## config.mk

```make
export PLATFORM = sky130hd
export DESIGN_NAME = acc_conv_ctrl
export DESIGN_NICKNAME = d
export VERILOG_FILES = /design/src/hw/acc_pkg.sv /design/src/hw/acc_conv_ctrl.sv /design/src/hw/acc_prescale.sv /design/src/hw/acc_sync2.sv
export SDC_FILE = /design/constraint.sdc
export NUM_CORES = 1
export LEC_CHECK = 0
export BUFFER_PORTS_ARGS = -buffer_cell sky130_fd_sc_hd__buf_2
export CORE_MARGIN = 5
export CORE_UTILIZATION = 52
export CTS_CLUSTER_SIZE = 20
export DETAILED_ROUTE_END_ITERATION = 8
export GPL_TIMING_DRIVEN = 0
export PLACE_DENSITY = 0.8
export SLEW_MARGIN = 20
export SYNTH_ARGS = -nofsm -noshare
export SYNTH_HDL_FRONTEND = slang
export SYNTH_HIERARCHICAL = 1
export SYNTH_SLANG_ARGS = --single-unit
```

## constraint.sdc

```tcl
create_clock -name CLK -period 3.2 [get_ports CLK]
set_input_delay 0.32 -clock CLK [delete_from_list [all_inputs] [get_ports CLK]]
set_output_delay 0.32 -clock CLK [all_outputs]
set_load 0.02 [all_outputs]
```

## src/hw/acc_pkg.sv

```systemverilog
// shared constants for the converter control block
package acc_pkg;

  // ---------------------------------------------------------------
  // register indices (byte address is four times the index)
  // ---------------------------------------------------------------
  localparam logic [7:0] IDX_RESULT_LOW = 8'h78;
  localparam logic [7:0] IDX_RESULT_HIGH = 8'h79;
  localparam logic [7:0] IDX_CTRL_STATUS = 8'h7a;
  localparam logic [7:0] IDX_TRIG_COMP = 8'h7b;
  localparam logic [7:0] IDX_MUX_SELECT = 8'h7c;
  localparam logic [7:0] IDX_DIG_DISABLE = 8'h7e;

  // ---------------------------------------------------------------
  // field positions
  // ---------------------------------------------------------------
  localparam int BIT_ENABLE = 7;
  localparam int BIT_START = 6;
  localparam int BIT_AUTO = 5;
  localparam int BIT_FLAG = 4;
  localparam int BIT_IRQ_EN = 3;
  localparam int BIT_PS_LO = 0;
  localparam int BIT_COMPARATOR_MUX_ENABLE = 6;
  localparam int BIT_TS_LO = 0;
  localparam int BIT_REF_LO = 6;
  localparam int BIT_LEFT = 5;
  localparam int BIT_CH_LO = 0;

  // ---------------------------------------------------------------
  // reset values and codes
  // ---------------------------------------------------------------
  localparam logic [7:0] RST_BYTE = 8'h00;
  localparam logic [2:0] TS_FREE_RUN = 3'h0;
  localparam logic [1:0] RESP_OKAY = 2'h0;
  localparam logic [1:0] RESP_SLVERR = 2'h2;

  // ---------------------------------------------------------------
  // conversion lengths in converter clock cycles
  // ---------------------------------------------------------------
  localparam logic [4:0] CONV_FIRST_CYC = 5'h19;
  localparam logic [4:0] CONV_NORMAL_CYC = 5'h0d;

endpackage : acc_pkg

```

## src/hw/acc_conv_ctrl.sv

```systemverilog
// converter control, result registers and register bus slave
`timescale 1ns/1ns

// How it works
// single mode: each software write of one to start while idle, with enable also written one, begins one conversion
// free running: first start write launches, later conversions restart; a control write in the completing cycle blocks the restart
// first conversion after enabling takes 25 converter clocks, others 13
// start bit reads one while busy, clears at completion; writing zero inert
// with auto trigger on, rising edge of selected source starts a conversion
// completion flag sets when a conversion ends and results are updated
// interrupt requested only when flag, its enable and global enable all set
// flag cleared by vector taken or by writing one to it
// prescaler codes divide system clock by 2,2,4,8,16,32,64,128
// reading low byte freezes both result bytes until high byte is read
// left adjust picks result byte layout, reformatting at once
// comparator negative input from converter mux when enabled and converter off
// trigger source field ignored while auto trigger is off
// trigger is rising edge of selected flag, switching sources included
// free running code never makes a trigger event
// trigger codes select free run, comparator, int0, timer events
// disable bit kills pin digital input; port input bit reads zero
// clearing enable mid conversion aborts it and turns converter off
// channel and reference changes apply only after current conversion ends
// result captured with the flag unless the read lock holds it
module acc_conv_ctrl
  import acc_pkg::*;
#(
  parameter int ADDR_W = 10
) (
  input wire logic CLK,
  input wire logic SYS_RST,
  input wire logic [ADDR_W-1:0] S_AXI_AWADDR,
  input wire logic S_AXI_AWVALID,
  output logic S_AXI_AWREADY,
  input wire logic [31:0] S_AXI_WDATA,
  input wire logic [3:0] S_AXI_WSTRB,
  input wire logic S_AXI_WVALID,
  output logic S_AXI_WREADY,
  output logic [1:0] S_AXI_BRESP,
  output logic S_AXI_BVALID,
  input wire logic S_AXI_BREADY,
  input wire logic [ADDR_W-1:0] S_AXI_ARADDR,
  input wire logic S_AXI_ARVALID,
  output logic S_AXI_ARREADY,
  output logic [31:0] S_AXI_RDATA,
  output logic [1:0] S_AXI_RRESP,
  output logic S_AXI_RVALID,
  input wire logic S_AXI_RREADY,
  input wire logic GLOBAL_INT_EN,
  input wire logic VECTOR_TAKEN,
  input wire logic [7:0] TRIG_FLAGS,
  input wire logic [9:0] CORE_RESULT,
  input wire logic [7:0] PIN_LEVELS,
  output logic IRQ,
  output logic CORE_ACTIVE,
  output logic CORE_SAMPLE,
  output logic [3:0] CORE_CHANNEL,
  output logic [1:0] CORE_REFERENCE,
  output logic COMP_NEG_FROM_MUX,
  output logic [7:0] DIG_IN_DISABLE,
  output logic [7:0] PORT_IN_VALUE
);
  import acc_pkg::*;

  initial begin
    if (ADDR_W < 10) $error("acc_conv_ctrl: ADDR_W must be at least 10");
  end

  // ---------------------------------------------------------------
  // register state
  // ---------------------------------------------------------------
  logic enable_q, auto_q, irq_en_q, flag_q, left_q, comparator_mux_enable_q;
  logic [2:0] ps_q, ts_q;
  logic [1:0] ref_q;
  logic [3:0] chan_q;
  logic [7:0] didr_q;
  logic [9:0] result_q;
  logic lock_q, busy_q, first_q, sel_prev_q;
  logic [4:0] left_cnt_q;
  logic tick;
  logic [9:0] core_res_s;
  logic [7:0] pins_s;

  // ---------------------------------------------------------------
  // bus decode
  // ---------------------------------------------------------------
  logic wr_fire, rd_fire, wr_lane;
  logic [7:0] wr_idx, rd_idx, wr_byte;
  logic wr_ctrl, flag_clr, start_req, conv_done;
  logic sel_level, trig_edge, free_restart, sw_start;
  logic [7:0] res_low, res_high, rd_byte;
  logic rd_hit;

  assign wr_fire = S_AXI_AWREADY;
  assign rd_fire = S_AXI_ARREADY;
  assign wr_idx = S_AXI_AWADDR[9:2];
  assign rd_idx = S_AXI_ARADDR[9:2];
  assign wr_lane = S_AXI_WSTRB[0];
  assign wr_byte = S_AXI_WDATA[7:0];
  assign wr_ctrl = wr_fire && wr_lane && wr_idx == IDX_CTRL_STATUS;

  // pins and analog core outputs come from outside the clock domain
  acc_sync2 #(.WIDTH(10)) u_res_sync (
    .CLK(CLK),
    .SYS_RST(SYS_RST),
    .D(CORE_RESULT),
    .Q(core_res_s)
  );
  acc_sync2 #(.WIDTH(8)) u_pin_sync (
    .CLK(CLK),
    .SYS_RST(SYS_RST),
    .D(PIN_LEVELS),
    .Q(pins_s)
  );
  acc_prescale u_presc (
    .CLK(CLK),
    .SYS_RST(SYS_RST),
    .RUN(enable_q),
    .SEL(ps_q),
    .TICK(tick)
  );

  // ---------------------------------------------------------------
  // conversion starts
  // ---------------------------------------------------------------
  // trigger level is zero for the free running code
  assign sel_level = (ts_q == TS_FREE_RUN) ? 1'b0 : TRIG_FLAGS[ts_q];
  // previous level follows the selection, so a switch from a clear source to a set source is an edge
  assign trig_edge = sel_level && !sel_prev_q;
  assign sw_start = wr_ctrl && wr_byte[BIT_START] && wr_byte[BIT_ENABLE];
  assign free_restart = conv_done && auto_q && ts_q == TS_FREE_RUN;
  assign conv_done = busy_q && tick && left_cnt_q == 5'h01;
  // auto trigger only counts with the feature switched on; a software
  // start may carry the enable bit in the same write, so it needs no enable_q
  assign start_req = !busy_q &&
    (sw_start || (enable_q && auto_q && trig_edge)) ||
    (enable_q && free_restart && !wr_ctrl);

  always_ff @(posedge CLK) begin
    if (SYS_RST) sel_prev_q <= 1'b0;
    else sel_prev_q <= sel_level;
  end

  // ---------------------------------------------------------------
  // control fields written by software
  // ---------------------------------------------------------------
  always_ff @(posedge CLK) begin
    if (SYS_RST) begin
      enable_q <= RST_BYTE[BIT_ENABLE];
      auto_q <= RST_BYTE[BIT_AUTO];
      irq_en_q <= RST_BYTE[BIT_IRQ_EN];
      ps_q <= RST_BYTE[2:0];
    end else if (wr_ctrl) begin
      enable_q <= wr_byte[BIT_ENABLE];
      auto_q <= wr_byte[BIT_AUTO];
      irq_en_q <= wr_byte[BIT_IRQ_EN];
      ps_q <= wr_byte[BIT_PS_LO +: 3];
    end
  end

  // comparator, trigger, mux and disable registers
  always_ff @(posedge CLK) begin
    if (SYS_RST) begin
      comparator_mux_enable_q <= 1'b0;
      ts_q <= RST_BYTE[2:0];
      ref_q <= 2'h0;
      left_q <= 1'b0;
      chan_q <= 4'h0;
      didr_q <= RST_BYTE;
    end else if (wr_fire && wr_lane) begin
      if (wr_idx == IDX_TRIG_COMP) begin
        comparator_mux_enable_q <= wr_byte[BIT_COMPARATOR_MUX_ENABLE];
        ts_q <= wr_byte[BIT_TS_LO +: 3];
      end
      if (wr_idx == IDX_MUX_SELECT) begin
        ref_q <= wr_byte[BIT_REF_LO +: 2];
        left_q <= wr_byte[BIT_LEFT];
        chan_q <= wr_byte[BIT_CH_LO +: 4];
      end
      if (wr_idx == IDX_DIG_DISABLE) didr_q <= wr_byte;
    end
  end

  // ---------------------------------------------------------------
  // conversion sequencer
  // ---------------------------------------------------------------
  // first_q marks a pending initialisation conversion after enabling
  always_ff @(posedge CLK) begin
    if (SYS_RST) begin
      busy_q <= 1'b0;
      first_q <= 1'b0;
      left_cnt_q <= 5'h00;
    end else if (!enable_q && !(wr_ctrl && wr_byte[BIT_ENABLE])) begin
      busy_q <= 1'b0;
      first_q <= 1'b0;
      left_cnt_q <= 5'h00;
    end else begin
      if (!enable_q) first_q <= 1'b1;
      if (start_req) begin
        busy_q <= 1'b1;
        first_q <= 1'b0;
        left_cnt_q <= (first_q || !enable_q) ? CONV_FIRST_CYC :
          CONV_NORMAL_CYC;
      end else if (conv_done) begin
        busy_q <= 1'b0;
      end else if (busy_q && tick) begin
        left_cnt_q <= left_cnt_q - 5'h01;
      end
      // abort by a disabling write in the same cycle
      if (wr_ctrl && !wr_byte[BIT_ENABLE]) busy_q <= 1'b0;
    end
  end

  // ---------------------------------------------------------------
  // completion flag: hardware set wins over any clear
  // ---------------------------------------------------------------
  assign flag_clr = VECTOR_TAKEN || (wr_ctrl && wr_byte[BIT_FLAG]);
  always_ff @(posedge CLK) begin
    if (SYS_RST) flag_q <= RST_BYTE[BIT_FLAG];
    else if (conv_done) flag_q <= 1'b1;
    else if (flag_clr) flag_q <= 1'b0;
  end

  // ---------------------------------------------------------------
  // result capture and read lock
  // ---------------------------------------------------------------
  always_ff @(posedge CLK) begin
    if (SYS_RST) result_q <= 10'h000;
    else if (conv_done && !lock_q) result_q <= core_res_s;
  end

  // low byte read locks, high byte read releases
  always_ff @(posedge CLK) begin
    if (SYS_RST) lock_q <= 1'b0;
    else if (rd_fire && rd_idx == IDX_RESULT_LOW) lock_q <= 1'b1;
    else if (rd_fire && rd_idx == IDX_RESULT_HIGH) lock_q <= 1'b0;
  end

  // layout follows left adjust live, no recapture needed
  assign res_low = left_q ? {result_q[1:0], 6'h00} : result_q[7:0];
  assign res_high = left_q ? result_q[9:2] : {6'h00, result_q[9:8]};

  // ---------------------------------------------------------------
  // read mux
  // ---------------------------------------------------------------
  always_comb begin
    rd_byte = 8'h00;
    rd_hit = 1'b1;
    unique case (rd_idx)
      IDX_RESULT_LOW: rd_byte = res_low;
      IDX_RESULT_HIGH: rd_byte = res_high;
      IDX_CTRL_STATUS: rd_byte = {enable_q, busy_q, auto_q, flag_q,
        irq_en_q, ps_q};
      IDX_TRIG_COMP: rd_byte = {1'b0, comparator_mux_enable_q, 3'h0, ts_q};
      IDX_MUX_SELECT: rd_byte = {ref_q, left_q, 1'b0, chan_q};
      IDX_DIG_DISABLE: rd_byte = didr_q;
      default: rd_hit = 1'b0;
    endcase
  end

  // ---------------------------------------------------------------
  // write channel: address and data taken together once both wait
  // ---------------------------------------------------------------
  always_ff @(posedge CLK) begin
    if (SYS_RST) begin
      S_AXI_AWREADY <= 1'b0;
      S_AXI_WREADY <= 1'b0;
      S_AXI_BVALID <= 1'b0;
      S_AXI_BRESP <= RESP_OKAY;
    end else begin
      S_AXI_AWREADY <= S_AXI_AWVALID && S_AXI_WVALID && !S_AXI_AWREADY &&
        !S_AXI_BVALID;
      S_AXI_WREADY <= S_AXI_AWVALID && S_AXI_WVALID && !S_AXI_AWREADY &&
        !S_AXI_BVALID;
      if (wr_fire) begin
        S_AXI_BVALID <= 1'b1;
        S_AXI_BRESP <= (wr_idx inside {IDX_RESULT_LOW, IDX_RESULT_HIGH,
          IDX_CTRL_STATUS, IDX_TRIG_COMP, IDX_MUX_SELECT,
          IDX_DIG_DISABLE}) ? RESP_OKAY : RESP_SLVERR;
      end else if (S_AXI_BREADY) begin
        S_AXI_BVALID <= 1'b0;
      end
    end
  end

  // read channel: data registered one cycle after the address is taken
  always_ff @(posedge CLK) begin
    if (SYS_RST) begin
      S_AXI_ARREADY <= 1'b0;
      S_AXI_RVALID <= 1'b0;
      S_AXI_RDATA <= 32'h0000_0000;
      S_AXI_RRESP <= RESP_OKAY;
    end else begin
      S_AXI_ARREADY <= S_AXI_ARVALID && !S_AXI_ARREADY && !S_AXI_RVALID;
      if (rd_fire) begin
        S_AXI_RVALID <= 1'b1;
        S_AXI_RDATA <= {24'h00_0000, rd_byte};
        S_AXI_RRESP <= rd_hit ? RESP_OKAY : RESP_SLVERR;
      end else if (S_AXI_RREADY) begin
        S_AXI_RVALID <= 1'b0;
      end
    end
  end

  // ---------------------------------------------------------------
  // outputs to core, comparator, port logic and interrupt controller
  // ---------------------------------------------------------------
  always_ff @(posedge CLK) begin
    if (SYS_RST) begin
      IRQ <= 1'b0;
      CORE_ACTIVE <= 1'b0;
      CORE_SAMPLE <= 1'b0;
      CORE_CHANNEL <= 4'h0;
      CORE_REFERENCE <= 2'h0;
      COMP_NEG_FROM_MUX <= 1'b0;
      DIG_IN_DISABLE <= RST_BYTE;
      PORT_IN_VALUE <= 8'h00;
    end else begin
      IRQ <= flag_q && irq_en_q && GLOBAL_INT_EN;
      CORE_ACTIVE <= busy_q;
      CORE_SAMPLE <= start_req;
      // selection frozen while a conversion runs
      if (!busy_q || conv_done) begin
        CORE_CHANNEL <= chan_q;
        CORE_REFERENCE <= ref_q;
      end
      COMP_NEG_FROM_MUX <= comparator_mux_enable_q && !enable_q;
      DIG_IN_DISABLE <= didr_q;
      PORT_IN_VALUE <= pins_s & ~didr_q;
    end
  end

  // ---------------------------------------------------------------
  // checks
  // ---------------------------------------------------------------
  logic [4:0] len_q;
  always_ff @(posedge CLK) begin
    if (SYS_RST || start_req) len_q <= 5'h00;
    else if (busy_q && tick) len_q <= len_q + 5'h01;
  end

  a_conv_length: assert property (@(posedge CLK) disable iff (SYS_RST)
    conv_done |-> (len_q == 5'h0c || len_q == 5'h18))
    else $error("conversion length is not 13 or 25 clocks");
  a_flag_on_done: assert property (@(posedge CLK) disable iff (SYS_RST)
    conv_done |=> flag_q && busy_q == $past(start_req))
    else $error("flag not set at completion");
  a_irq_needs_all: assert property (@(posedge CLK) disable iff (SYS_RST)
    IRQ |-> $past(flag_q) && $past(irq_en_q) && $past(GLOBAL_INT_EN))
    else $error("interrupt without flag and enables");
  a_flag_clear: assert property (@(posedge CLK) disable iff (SYS_RST)
    flag_q && VECTOR_TAKEN && !conv_done |=> !flag_q)
    else $error("flag not cleared by vector");
  a_lock_holds: assert property (@(posedge CLK) disable iff (SYS_RST)
    lock_q && !(rd_fire && rd_idx == IDX_RESULT_HIGH) |=> $stable(result_q))
    else $error("result changed while locked");
  a_abort_off: assert property (@(posedge CLK) disable iff (SYS_RST)
    wr_ctrl && !wr_byte[BIT_ENABLE] |=> !busy_q ##1 !CORE_ACTIVE)
    else $error("conversion not aborted by disable");
  a_no_idle_trig: assert property (@(posedge CLK) disable iff (SYS_RST)
    !auto_q && !busy_q && !wr_ctrl |=> !busy_q)
    else $error("start without request while auto trigger off");
  a_port_masked: assert property (@(posedge CLK) disable iff (SYS_RST)
    (pins_s & didr_q) != 8'h00 |=> (PORT_IN_VALUE & $past(didr_q)) == 8'h00)
    else $error("disabled pin reads nonzero");
  a_left_layout: assert property (@(posedge CLK) disable iff (SYS_RST)
    left_q |-> res_high == result_q[9:2] && res_low[5:0] == 6'h00)
    else $error("left adjusted layout wrong");
endmodule : acc_conv_ctrl

```

## src/hw/acc_prescale.sv

```systemverilog
// system clock divider giving one tick per converter clock cycle
`timescale 1ns/1ns
module acc_prescale (
  input wire logic CLK,
  input wire logic SYS_RST,
  input wire logic RUN,
  input wire logic [2:0] SEL,
  output logic TICK
);
  logic [6:0] cnt_q;
  logic [6:0] last;

  // codes 0 and 1 both divide by two; the rest double per step
  always_comb begin
    last = 7'h01;
    if (SEL > 3'h1) last = 7'((8'h01 << SEL) - 8'h01);
  end

  // counter idles at zero while the converter is off to save power
  always_ff @(posedge CLK) begin
    if (SYS_RST || !RUN) begin
      cnt_q <= 7'h00;
      TICK <= 1'b0;
    end else begin
      TICK <= (cnt_q >= last);
      cnt_q <= (cnt_q >= last) ? 7'h00 : cnt_q + 7'h01;
    end
  end
endmodule : acc_prescale

```

## src/hw/acc_sync2.sv

```systemverilog
// two-flop synchroniser for a bus of independent levels
`timescale 1ns/1ns
module acc_sync2 #(
  parameter int WIDTH = 8
) (
  input wire logic CLK,
  input wire logic SYS_RST,
  input wire logic [WIDTH-1:0] D,
  output logic [WIDTH-1:0] Q
);
  logic [WIDTH-1:0] meta_q;

  initial begin
    if (WIDTH < 1) $error("acc_sync2: WIDTH must be at least 1");
  end

  // first stage feeds only the second stage
  always_ff @(posedge CLK) begin
    if (SYS_RST) begin
      meta_q <= '0;
      Q <= '0;
    end else begin
      meta_q <= D;
      Q <= meta_q;
    end
  end
endmodule : acc_sync2

```

==> implementation parameters <==
Parameter                              Value

Route
  Detailed-route vias per instance ... 5.20
  Total number of vias ... 4436
  DRC violations left ... 0
  Routed length per placed instance ... between 15 and 20 um
  First-iteration detailed-routing DRC count ... 284
  Remaining antenna violation count after routing ... 0
  Router iterations before antenna repair ... 5
  Overall routed net length ... 13.9 mm

Timing
  Least-Margin Pin Slew ... around 710 ps
  Total Negative Setup Slacks ... 0 ps
  Total setup violations reported at the end of the flow ... 0
  Crit share post-route ... 0.823
  Final hold viol count ... 0
  Final worst-path setup slack ... 568 ps
  Fin crit period ... 2630 ps
  Setup repair after global routing missed its margin ... no
  Remaining max-slew budget at the tightest pin ... 0.525
  Clock Skews ... 6.99 ps
  Maximum clock frequency ... roughly 0.38 GHz
  Fin. max-slew vios ... 0

Clock network
  Sink Count ... 129
  Number of setup buffers added after CTS ... 0
  Number of buffers on the longest clock path ... 2
  Total CTS buffers ... 17
  Clock insertion delay at the later pin of the skew report ... 520 ps
  Clock input transition at the sequential cells of the worst setup and hold paths ... about 60 ps
  Maximum level of the CTS H-tree ... 4
  TritonCTS clock tree ... built
  Clk root buf ... sky130_fd_sc_hd__clkbuf_8

Yosys
  Dominant combinational cell family by area after synthesis ... simple AND/OR/NAND/NOR gates
  Post-Synthesis Cells ... 553
  XOR/XNOR share of the synthesized area ... 0.0161
  Share of flip-flops with an asynchronous set or reset ... 0
  Mux cell area share after synthesis ... 0.0889
  Cell variety after synth ... between 50 and 60
  Most used DFF post-synth ... sky130_fd_sc_hd__dfxtp_1
  Area share of and/or/nand/nor cells after synthesis ... 0.231
  Synth Area in Adders ... 0.0253
  Synth Cell Area ... 0.00543 mm^2
  Number of flops mapped to enable cells by yosys ... 0
  Fraction of the mapped netlist area in compound gates ... 0.0910
  Avg Synthesized Cell Area ... 9.82 um^2
  Post-synthesis sequential element count ... 129
  Synthesis warning total ... 6
  Part of the Yosys area used for sequential elements ... 0.476

Setup path
  Critical Path Start Type ... register
  Crit path arrival time ... 3060 ps
  CP max stage cell ... sky130_fd_sc_hd__o31ai_4
  Category of cells accounting for the largest share of critical-path delay ... simple AND/OR/NAND/NOR gates
  Setup CP Type ... register to register
  Buffers and inverters on the worst path ... 0
  Cell mode on critical path ... sky130_fd_sc_hd__ha_1
  Critical path endpoint category ... register
  Cell-by-cell trace of the critical path ... or3_1 > ha_1 > xnor2_1 > nand3_1 > ha_1 > nand4_2 > o31ai_4 > nor2b_1
  Required time at the endpoint of the critical path ... 3630 ps
  CP max stage delay ... 450 ps
  Largest driver fanout on the critical path ... 9

Placement
  Gpl congestion ... 0.901
  Number of placed cells counting well taps ... 811
  Detailed placer's ending HPWL ... ~10 mm
  Placed instance area ... 0.00618 mm^2
  Post-placement worst setup slack ... 639 ps
  Port Buffer Count ... 97

Layout
  Number of diodes added for antenna fixing ... 0
  Combined flip-flop and latch cell area ... about 0.0026 mm^2
  Top library cells by usage in the layout, fill and taps aside ... 129 x sky130_fd_sc_hd__dfxtp_1, 100 x sky130_fd_sc_hd__buf_2, 49 x sky130_fd_sc_hd__nand2_1
  Area used by multi-input combinational logic ... 0.00256 mm^2
  Area overhead of the layout relative to synthesis ... 26.5%
  Fin area ... 0.00687 mm^2
  Share of cells above drive strength 1 ... 0.301
  Post-route insts no fill ... 853
  Most common cell after layout, fill and taps aside ... sky130_fd_sc_hd__dfxtp_1
  Net total in the final layout ... 807
  Number of fillers in the final layout ... a little over 800

Flow run
  Max-cap check violation count ... 0

Floorplan
  Die Outline Area ... 0.0126 mm^2
  Core region area ... 0.0103 mm^2
  Chip Width ... about 110 um
  Std-Cell Rows ... 37
  Total I/O pin count ... 158
  Effective utilization at floorplan ... 0.528
  Vertical extent of the die ... 112 um

GRT
  Antenna violations before repair ... 0
  Wire length of the first global-routing pass ... 22.2 mm
  Tot GR Track Use ... 0.221
  Largest net degree at the start of global routing ... 17
  Number of global-route vias before repair ... 4423
  Total grt overflow ... 0

Power
  Peak ir drop on the vdd network ... 0.417 mV
  Total power density per cell area ... 552 mW/mm^2
  Lkg Pwr ... a little under 3 nW

Hold path
  Hold Crit Class ... input pin to register

Outcome
  Outcome ... complete, no violations
## metal layers
metal	wire (um)	vias up	part of all wire	GRT usage
met4	322	0	0.023	0.0857
met5	0	-	0	0
met3	1030	28	0.074	0.0674
met1	5910	2086	0.42	0.261
met2	6690	167	0.48	0.375
li1	-	2155	-	-
## repair_timing
item	CTS	global route
resized for setup	0	0
endpoints found under the hold margin	11	0
hold buffers	11	0
## worst paths after layout
check,start,to,slack [ps],depth (start not counted)
worst max-delay path,ps_q[2]$_SDFFE_PP0N_,u_presc/TICK$_SDFF_PP0_,570,8
worst min-delay path,PIN_LEVELS[4],u_pin_sync/meta_q[4]$_SDFF_PP0_,20,2
worst max register to register,ps_q[2]$_SDFFE_PP0N_,u_presc/TICK$_SDFF_PP0_,570,8
worst min register to register,S_AXI_RDATA[6]$_SDFFE_PP0P_,S_AXI_RDATA[6]$_SDFFE_PP0P_,440,2
## area by class of cell
type | instances | area share
buffer | 55 | 0.0497
clock buffer | 18 | 0.0608
clock inverter | 13 | 0.0239
inverter | 11 | 0.00601
multi-input combinational | 383 | 0.372
sequential | 129 | 0.376
tap | 136 | 0.0248
timing repair buffer | 108 | 0.0867
## report_power, final
part / switching (mW) / total [mW] / internal [mW] / leakage, nW
sequential: 0.0113 / 1.65 / 1.64 / 1.05
clock: 0.716 / 1.90 / 1.18 / 0.281
combinational: 0.135 / 0.242 / 0.107 / 1.64
## worst register-to-register path, cell delays in order (launching register included)
cell and delay [ps]:
sky130_fd_sc_hd__dfxtp_1 390, sky130_fd_sc_hd__or3_1 400, sky130_fd_sc_hd__ha_1 250, sky130_fd_sc_hd__xnor2_1 210
sky130_fd_sc_hd__nand3_1 100, sky130_fd_sc_hd__ha_1 350, sky130_fd_sc_hd__nand4_2 150, sky130_fd_sc_hd__o31ai_4 450
sky130_fd_sc_hd__nor2b_1 250
## registers in the layout, indices dropped and copies added (netlist names), 4 cells and up
| register | count |
|---|---|
| u_presc/cnt_q | 7 |
| PORT_IN_VALUE | 8 |
| CORE_CHANNEL | 4 |
| chan_q | 4 |
| S_AXI_RDATA | 8 |
| result_q | 10 |
| u_pin_sync/meta_q | 8 |
| DIG_IN_DISABLE | 8 |
| u_pin_sync/Q | 8 |
| u_res_sync/Q | 10 |
| u_res_sync/meta_q | 10 |
| didr_q | 8 |
| left_cnt_q | 5 |
## kinds of logic (layout without fill, tap and decap cells)
group | Yosys count | count (layout)
buffers and inverters | 66 | 205
adders and majority gates | 11 | 11
muxes | 43 | 43
and+or+nand+nor | 219 | 219
xor gates and xnor gates | 10 | 10
AOI/OAI and AO/OA | 73 | 73
other | 2 | 27
DFF | 129 | 129
## through the flow
step	util	hold slack (ps)	power (mW)
floorplan	-	414	1.83
global placement	0.601	419	1.91
detailed placement	0.601	434	1.91
CTS	0.669	1.59	3.81
global route	0.669	3.17	3.91
finish	0.669	18.4	3.79
## synthesized netlist by cell type (6+ instances only)
master | number | area, um^2
sky130_fd_sc_hd__xor2_1 | 7 | 61.3
sky130_fd_sc_hd__nor2b_1 | 18 | 113
sky130_fd_sc_hd__nand2_1 | 49 | 184
sky130_fd_sc_hd__a211oi_1 | 7 | 52.6
sky130_fd_sc_hd__nor2_1 | 45 | 169
sky130_fd_sc_hd__buf_4 | 27 | 203
sky130_fd_sc_hd__clkbuf_1 | 18 | 67.6
sky130_fd_sc_hd__nor3_1 | 10 | 50.1
sky130_fd_sc_hd__mux2i_1 | 31 | 310
sky130_fd_sc_hd__dfxtp_1 | 129 | 2580
sky130_fd_sc_hd__mux2_2 | 8 | 90.1
sky130_fd_sc_hd__inv_1 | 11 | 41.3
sky130_fd_sc_hd__nand3_1 | 19 | 95.1
sky130_fd_sc_hd__ha_1 | 11 | 138
sky130_fd_sc_hd__nor2b_2 | 23 | 201
sky130_fd_sc_hd__o21ai_0 | 11 | 55.1
sky130_fd_sc_hd__nor3b_1 | 12 | 90.1
sky130_fd_sc_hd__a21oi_1 | 30 | 150
sky130_fd_sc_hd__and2b_2 | 6 | 52.6
Note: power is estimated with default switching activity, not from simulation.
